`config.mk`:
```
export PLATFORM = sky130hd
export DESIGN_NAME = acs_sequencer
export DESIGN_NICKNAME = d
export VERILOG_FILES = /design/src/logic/acs_pkg.sv /design/src/logic/acs_sequencer.sv
export SDC_FILE = /design/constraint.sdc
export NUM_CORES = 1
export LEC_CHECK = 0
export BUFFER_PORTS_ARGS = -buffer_cell sky130_fd_sc_hd__buf_2
export CORE_UTILIZATION = 65
export CTS_CLUSTER_DIAMETER = 200
export CTS_CLUSTER_SIZE = 30
export DETAILED_ROUTE_END_ITERATION = 10
export GPL_ROUTABILITY_DRIVEN = 0
export PLACE_DENSITY = 0.84
export SYNTH_ARGS = -nofsm -noshare
export SYNTH_HDL_FRONTEND = slang
export SYNTH_SLANG_ARGS = --single-unit
```
`constraint.sdc`:
```
create_clock -name core_clk -period 8.1 [get_ports core_clk]
set_clock_uncertainty 0.1 [all_clocks]
set_input_delay 0.81 -clock core_clk [delete_from_list [all_inputs] [get_ports core_clk]]
set_output_delay 0.81 -clock core_clk [all_outputs]
set_load 0.03 [all_outputs]
```
`src/logic/acs_pkg.sv`:
```
/*
 holds constants and carrier types for the converter channel sequencer.
 assumes one core clock at 50 MHz; the analog side is a SAR core driven by sampleEn/convertEn windows, with no done signal.
*/
package acs_pkg;
    localparam int CLK_MHZ = 50;
    localparam int RESULT_W = 10;
    localparam int CHAN_W = 5;
    localparam int NUM_CHAN = 32;
    localparam int SEQ_LAST = 10;
    localparam int SEQ_COUNT = 11;
    localparam int CONVERT_CYCLES = 12;
    localparam int IRQ_CYCLES = 2;
    localparam int EN_TIME_DEF = 4;
    localparam int SAMPLE_TIME_DEF = 4;
    localparam logic [RESULT_W-1:0] RESULT_RST = 10'h000;
    localparam logic [CHAN_W-1:0] CHAN_RST = 5'h00;
    // fixed divider per channel; firmware corrects, hardware does not
    localparam int DIVIDER [NUM_CHAN] = '{1, 25, 25, 1, 25, 1, 5, 1, 5, 1, 5, 1, 2, 2, 5, 3,
                                          3, 3, 2, 2, 3, 3, 3, 3, 3, 3, 3, 3, 3, 3, 3, 3};

    typedef enum logic [1:0]
    {
        ACS_MODE_SINGLE = 2'h0,
        ACS_MODE_ROBIN = 2'h1,
        ACS_MODE_ONCE = 2'h2
    } acs_mode_e;

    typedef enum logic [4:0]
    {
        ACS_IDLE = 5'h01,
        ACS_ENABLE = 5'h02,
        ACS_SAMPLE = 5'h04,
        ACS_CONVERT = 5'h08,
        ACS_IRQ = 5'h10
    } acs_state_e;

    typedef struct packed
    {
        logic enable;
        acs_mode_e mode;
        logic repeatConv;
        logic [CHAN_W-1:0] channel;
        logic [7:0] enTime;
        logic [7:0] sampleTime;
    } acs_cfg_s;

    typedef struct packed
    {
        logic sampleEn;
        logic convertEn;
        logic [CHAN_W-1:0] muxSel;
    } acs_ana_s;
endpackage : acs_pkg

```
`src/logic/acs_sequencer.sv`:
```
/*
 holds the converter channel sequencer: mux select, sample/convert timing, result store and done pulse.
 assumes the SAR core produces its 10-bit code bit by bit during the convert window, and cfg is
 stable from core logic (same clock).
*/
// Functional notes
// - results are 10-bit codes from selected input
// - auto readout covers eleven channels; single supported
// - one sampled value converted on request
// - results held readable by core firmware
// - voltage inputs prescaled to 1.2 V full-scale
// - current and thermal channels go undivided
// - auto readout walks channels zero through ten
// - each CC pin has fifth and half channels
// - external path current from sense pair difference
// - internal path currents selectable as channels
// - twelve convert cycles then two-cycle interrupt
// - round robin overwrites each stored result
// - one-time readout stops after last, interrupts
`timescale 1ns/1ps
module acs_sequencer
(
    // clock and reset
    input wire logic core_clk,
    input wire logic rst_b,
    // configuration from the core
    input wire acs_pkg::acs_cfg_s cfg,
    input wire logic startReq,
    // converter core
    output acs_pkg::acs_ana_s ana,
    input wire logic [acs_pkg::RESULT_W-1:0] sarCode,
    // results to firmware
    input wire logic [acs_pkg::CHAN_W-1:0] readChan,
    output logic [acs_pkg::RESULT_W-1:0] readData,
    output logic [acs_pkg::RESULT_W-1:0] lastResult,
    output logic doneIrq,
    output logic seqDoneIrq,
    output logic busy
);
    acs_pkg::acs_state_e state_r, state_nxt;
    logic [7:0] count_r, count_nxt;
    logic [acs_pkg::CHAN_W-1:0] chan_r, chan_nxt;
    logic [acs_pkg::RESULT_W-1:0] store_r [acs_pkg::NUM_CHAN];
    logic [acs_pkg::RESULT_W-1:0] last_r, last_nxt;
    logic seqIrq_r, seqIrq_nxt;
    // cycles spent converting, only for the window check below
    logic [3:0] convRun_r, convRun_nxt;
    logic autoMode;
    logic lastSeq;
    logic convDone;

    function automatic logic isAuto(input acs_pkg::acs_mode_e m);
        isAuto = (m == acs_pkg::ACS_MODE_ROBIN) || (m == acs_pkg::ACS_MODE_ONCE);
    endfunction : isAuto

    assign autoMode = isAuto(cfg.mode);
    assign lastSeq = (chan_r == 5'(acs_pkg::SEQ_LAST));
    // gated by enable so slot and last result never disagree on a cut conversion
    assign convDone = (state_r == acs_pkg::ACS_CONVERT) && (count_r == 8'(acs_pkg::CONVERT_CYCLES - 1))
        && cfg.enable;

    always_comb
    begin
        state_nxt = state_r;
        count_nxt = count_r + 8'h01;
        chan_nxt = chan_r;
        last_nxt = last_r;
        seqIrq_nxt = 1'b0;
        convRun_nxt = (state_r == acs_pkg::ACS_CONVERT) ? (convRun_r + 4'h1) : 4'h0;
        if (!cfg.enable)
        begin
            state_nxt = acs_pkg::ACS_IDLE;
            count_nxt = 8'h00;
        end
        else
        begin
            case (state_r)
                acs_pkg::ACS_IDLE:
                begin
                    count_nxt = 8'h00;
                    if (startReq)
                    begin
                        state_nxt = acs_pkg::ACS_ENABLE;
                        // auto modes start at the first sequenced channel
                        chan_nxt = autoMode ? acs_pkg::CHAN_RST : cfg.channel;
                    end
                end
                acs_pkg::ACS_ENABLE:
                begin
                    if (count_r >= cfg.enTime)
                    begin
                        state_nxt = acs_pkg::ACS_SAMPLE;
                        count_nxt = 8'h00;
                    end
                end
                acs_pkg::ACS_SAMPLE:
                begin
                    if (count_r >= cfg.sampleTime)
                    begin
                        state_nxt = acs_pkg::ACS_CONVERT;
                        count_nxt = 8'h00;
                    end
                end
                acs_pkg::ACS_CONVERT:
                begin
                    if (convDone)
                    begin
                        state_nxt = acs_pkg::ACS_IRQ;
                        count_nxt = 8'h00;
                        last_nxt = sarCode;
                        if ((cfg.mode == acs_pkg::ACS_MODE_ONCE) && lastSeq)
                        begin
                            seqIrq_nxt = 1'b1;
                        end
                    end
                end
                acs_pkg::ACS_IRQ:
                begin
                    if (count_r == 8'(acs_pkg::IRQ_CYCLES - 1))
                    begin
                        count_nxt = 8'h00;
                        state_nxt = acs_pkg::ACS_IDLE;
                        if (cfg.mode == acs_pkg::ACS_MODE_SINGLE)
                        begin
                            if (cfg.repeatConv)
                            begin
                                state_nxt = acs_pkg::ACS_SAMPLE;
                            end
                        end
                        else if (!lastSeq)
                        begin
                            state_nxt = acs_pkg::ACS_SAMPLE;
                            chan_nxt = chan_r + 5'h01;
                        end
                        else if (cfg.mode == acs_pkg::ACS_MODE_ROBIN)
                        begin
                            state_nxt = acs_pkg::ACS_SAMPLE;
                            chan_nxt = acs_pkg::CHAN_RST;
                        end
                    end
                end
                default:
                begin
                    state_nxt = acs_pkg::ACS_IDLE;
                    count_nxt = 8'h00;
                end
            endcase
        end
    end

    always_ff @(posedge core_clk or negedge rst_b)
    begin
        if (!rst_b)
        begin
            state_r <= acs_pkg::ACS_IDLE;
            count_r <= 8'h00;
            chan_r <= acs_pkg::CHAN_RST;
            last_r <= acs_pkg::RESULT_RST;
            seqIrq_r <= 1'b0;
            convRun_r <= 4'h0;
        end
        else
        begin
            state_r <= state_nxt;
            count_r <= count_nxt;
            chan_r <= chan_nxt;
            last_r <= last_nxt;
            seqIrq_r <= seqIrq_nxt;
            convRun_r <= convRun_nxt;
        end
    end

    // one result slot per channel; newest conversion overwrites
    genvar g;
    generate
        for (g = 0; g < acs_pkg::NUM_CHAN; g++)
        begin : gSlot
            logic [acs_pkg::RESULT_W-1:0] slot_nxt;
            always_comb
            begin
                slot_nxt = store_r[g];
                if (convDone && (chan_r == 5'(g)))
                begin
                    slot_nxt = sarCode;
                end
            end
            always_ff @(posedge core_clk or negedge rst_b)
            begin
                if (!rst_b)
                begin
                    store_r[g] <= acs_pkg::RESULT_RST;
                end
                else
                begin
                    store_r[g] <= slot_nxt;
                end
            end
        end
    endgenerate

    // scaling and the sense-pair difference for path currents live in the mux
    assign ana.muxSel = chan_r;
    assign ana.sampleEn = (state_r == acs_pkg::ACS_SAMPLE);
    assign ana.convertEn = (state_r == acs_pkg::ACS_CONVERT);
    assign readData = store_r[readChan];
    assign lastResult = last_r;
    assign doneIrq = (state_r == acs_pkg::ACS_IRQ);
    assign seqDoneIrq = seqIrq_r;
    assign busy = (state_r != acs_pkg::ACS_IDLE);
endmodule : acs_sequencer

```
### Yosys cells after proc, flatten, opt, wreduce, memory -nomap -nowiden

Index checks and enable logic that the tools add are counted.

| operators by class | value |
|---|---|
| bitwise operators | 1 |
| magnitude comparators | 3 |
| equal/unequal tests | 50 |
| add/sub/neg operators | 2 |
| multiplexer cells | 31 |
| reductions and logical operators | 42 |

Operator list:

| operator | number |
|---|---|
| $eq 5x5->1 const B | 17 |
| $mux 5 | 13 |
| $bmux 10 s5 | 1 |
| $eq 5x4->1 const B | 9 |
| $mux 8 | 5 |
| $logic_and 1x1->1 | 35 |
| $pmux 8 s4 | 1 |
| $eq 5x3->1 const B | 5 |
| $pmux 5 s5 | 1 |
| $mux 10 | 2 |
| $ge 8x8->1 | 2 |
| $eq 5x2->1 const B | 3 |
| $ne 3x2->1 const B | 4 |
| $eq 5x1->1 const B | 2 |
| $pmux 5 s2 | 1 |
| $mux 3 | 3 |
| $add 8x1->8 const B | 1 |
| $eq 8x1->1 const B | 1 |
| $eq 8x4->1 const B | 1 |
| $ge 6x6->1 const B | 1 |
| $ne 3x3->1 const B | 2 |
| $not 5->6 | 1 |
| $reduce_and 6->1 | 1 |
| $add 5x1->5 const B | 1 |
| 12 further kinds | 16 |

| storage, ports and cells | value |
|---|---|
| flip-flop bits (word level) | 349 |
| input port bits | 43 |

### Logic depth before layout (Yosys ltp)

| logic depth | value |
|---|---|
| word-level depth | 7 |
| depth in mapped cells | 7 |
| mapped depth without buffers | 7 |

### Worst setup path after synthesis

No wires, ideal clock.

| timing path | value |
|---|---|
| kind | in2out |
| start | in readChan[0] (netlist bit) |
| end | out readData[0] (netlist bit) |
| path slack | 4,113 ps |
| stages on the path | 6 |
| arrival time | 3,077 ps |
| required time | 7,190 ps |
| cells stage by stage | buf_2 buf_1 buf_2 mux4_2 mux2i_1 a221oi_1 |

| between the ends | value |
|---|---|
| longest elaborated chain between the ends | 4 |

Ends and longest elaborated chain:

| item | line | RTL |
|---|---|---|
| start: declaration | acs_sequencer.sv:33 | `input wire logic [acs_pkg::CHAN_W-1:0] readChan,` |
| $not 5->6 (not written as such) | acs_sequencer.sv:205 | `assign readData = store_r[readChan];` |
| $bmux 10 s5 | acs_sequencer.sv:205 |  |
| $mux 10 (not written as such) (2 in a row) | acs_sequencer.sv:205 |  |
| end: declaration | acs_sequencer.sv:34 | `output logic [acs_pkg::RESULT_W-1:0] readData,` |

Every way passes these cells. The select of a mux whose other input is x is not followed.

### Worst setup path after layout

| timing path | value |
|---|---|
| start | in readChan[1] (netlist bit) |
| end | out readData[1] (netlist bit) |

Same word-level chain as after synthesis.

==> flow_metrics.tcl <==
set metrics [dict create \
    highest_layer "met4" \
    numPortBuffers 72 \
    ff2ff_setup_slack_ps 4020 \
    leakage_nw 8.68 \
    cpMostUsedCell "buf_4" \
    nets 1231 \
    drt_first_pass_iters 6 \
    dp_hpwl_um 23600 \
    ys.flop_type "dfrtp_1" \
    slew_headroom 0.0712 \
    htreeDepth 1 \
    cts_made_buffers 15 \
    cts.root.buffer_cell "clkbuf_16" \
    min_period_ps 4340 \
    hold_viol 0 \
    grt_overflow 0 \
    grt_pass1_vias 10300 \
    wl_met1_um 15900 \
    synth.largest_area_cell "dfrtp_1" \
    path_cells "buf_4 > buf_4 > mux4_2 > mux2i_1 > a22o_1 > a221oi_1 > buf_2" \
    rsz0062_at_grt "no" \
    instances_no_fill 1492 \
    reg2reg_depth 5 \
    clock_latency_ps 520 \
    r2r_end "store_r[212]" \
    drive_gt1_frac 0.449 \
    synth_edf_count 0 \
    crit_slowest_cell "buf_4" \
    viasPerCell 6.61 \
    vdd_drop_max_v 0.000194 \
    cts.sinks 349 \
    critical_path.top_delay_family "buffers and inverters" \
    p_total_mw 2.95 \
    die_w_um 162 \
    rows 58 \
    cp-start-kind "input port" \
    areaGrowthSynthToFinish_pct 5.95 \
    placed_cells 1474 \
    fp.dieArea_sq_um 26300 \
    io_pins 73 \
    tightest_slew_ps 1390 \
    chipHeight_um 162 \
    drv_slew 0 \
    cts_tree "yes" \
    ant_nets 0 \
    coreArea_sq_um 25200 \
    routedWlPerCell_um 24.8 \
    async_flop_share 1.00 \
    grtUsageTotal 0.296 \
    avgSynthCellArea_sq_um 14.7 \
    synthCells 1132 \
    hold_class "in2async" \
    synth_seq_cells 349 \
    cts_resized 0 \
    vias 9857 \
    cpPeakStageDelay_ps 810 \
    start_util 0.663 \
    multiInputGateArea_sq_um 7590 \
    yosysUniqueCellTypes 54 \
    synth_warnings 0 \
    antenna_found_initial 2 \
    path_clk_slew_ps 110 \
    r2r-start "count_r[4]" \
    p_per_area_nw_per_um2 167 \
    maxCapViolCount 0 \
    synth_area_leaders "dfrtp_1, mux2_2, mux4_2, mux2i_1, ha_1" \
    fillers 1707 \
    grt_pass1_wl_um 59200 \
    drc 0 \
    setup_viol 0 \
    seqCellArea_sq_um 8730 \
    grt_max_degree 176 \
    met2_length_um 18200 \
    syn-cell-area_sq_um 16700 \
    placed_area_sq_um 17300 \
    holdBufCountCts 0 \
    yosys.area.top_type_share 0.522 \
    cts_buffer_depth 3 \
    post_cts_buffers 0 \
    finalSetupTns_ps 0 \
    endpoint_kind "output port" \
    routed_wl_um 37100 \
    stdcell_area_sq_um 17700 \
    initialDrtViolationCount 765 \
    required_ps 7190 \
    post-route-period-util 0.536 \
    path_max_fanout 64 \
    dr_wl_met3_um 1920 \
    whs_ps 212 \
    cp.arrival_ps 3430 \
    synth_nets 1202 \
    critPathBufInv 3 \
    status "finished clean" \
    seq_area_frac_synth 0.523 \
    fmax_ghz 0.230 \
    setup.worst_path.class "in2out" \
]
## flip-flops by register name, summed over array words and instances, names as in the netlist
name        cells
seqDoneIrq      1
state_r         5
count_r         8
lastResult     10
store_r       320
chan_r          5
## report_power, final
| part | leakage [nW] | total [mW] | switching (mW) | internal (mW) |
|---|---|---|---|---|
| clock network | 0.196 | 0.874 | 0.530 | 0.344 |
| logic | 3.63 | 0.295 | 0.216 | 0.0792 |
| registers | 4.85 | 1.78 | 0.0292 | 1.75 |
## cells in the mapped netlist, types with 13 or more instances
cell / number
a21oi_1: 14
a221oi_1: 13
buf_1: 22
clkbuf_1: 37
dfrtp_1: 348
ha_1: 27
inv_1: 27
mux2_2: 309
mux2i_1: 40
mux4_2: 80
nand2_1: 53
nor2_1: 16
nor2_2: 21
## cell usage in the layout, fill, tap and decap left out, types with 4 or more instances in the layout
cell / instances
dfrtp_1: 348
mux2_2: 309
mux4_2: 80
buf_2: 69
nand2_1: 53
mux2i_1: 40
inv_1: 27
ha_1: 27
nor2_2: 21
nor2_1: 16
clkbuf_16: 15
a21oi_1: 14
a221oi_1: 13
mux2_1: 11
a22o_1: 10
o21ai_0: 8
nand3_4: 8
nor2b_1: 7
nand3_1: 7
buf_4: 7
a211oi_1: 6
xnor2_1: 5
nor3_1: 4
or3_1: 4
nand2b_1: 4
nand4_1: 4
and3_1: 4
## cell type report
| cell class | instances | share of cell area |
|---|---|---|
| Antenna cell | 1 | 0.000142 |
| Sequential cell | 349 | 0.494 |
| Timing Repair Buffer | 78 | 0.0245 |
| Clock inverter | 2 | 0.00142 |
| Inverter | 28 | 0.00594 |
| Tap cell | 330 | 0.0234 |
| Clock buffer | 15 | 0.0212 |
| Multi-Input combinational cell | 689 | 0.429 |
## metrics by stage
stage / util / setup WS, ps
after floorplan: - / 4110
after global placement: 0.686 / 3800
after detailed placement: 0.686 / 3740
after CTS: 0.702 / 3780
after global routing: 0.702 / 3580
final: 0.702 / 3760
## routing by layer
layer / GRT usage / vias up
li1: - / 4229
met1: 0.425 / 5294
met2: 0.476 / 275
met3: 0.0409 / 59
met4: 0.0845 / 0
met5: 0 / -
## worst reg2reg max path, delay by kind of cell, from the launching register on
kind          cells  cell delay, ps
flops             1             460
simple gates      4            2970
mux               1             430
## cell families (layout without fill, tap and decap cells)
logic type | Yosys count | count (layout) | share of synthesized area
XOR/XNOR | 6 | 6 | 0.00315
flip-flops | 349 | 349 | 0.523
AND/OR/NAND/NOR | 148 | 148 | 0.0540
adder cells (fa/ha/maj) | 28 | 28 | 0.0208
multiplexers | 440 | 440 | 0.348
buffers and inverters | 94 | 123 | 0.0217
AO/OA/AOI/OAI | 67 | 67 | 0.0291
other | 0 | 1 | 0
## worst max-delay path by stage
stage / start / endpoint / slack, ps / cells past startpoint
floorplan: readChan[0] / readData[0] / 4110 / 6
global placement: cfg[24] / store_r[212] / 3800 / 6
detailed placement: cfg[24] / store_r[213] / 3740 / 6
CTS: readChan[0] / readData[1] / 3780 / 7
global route: readChan[0] / readData[1] / 3580 / 7
finish: readChan[1] / readData[1] / 3760 / 7
Note: power is estimated with default switching activity, not from simulation.
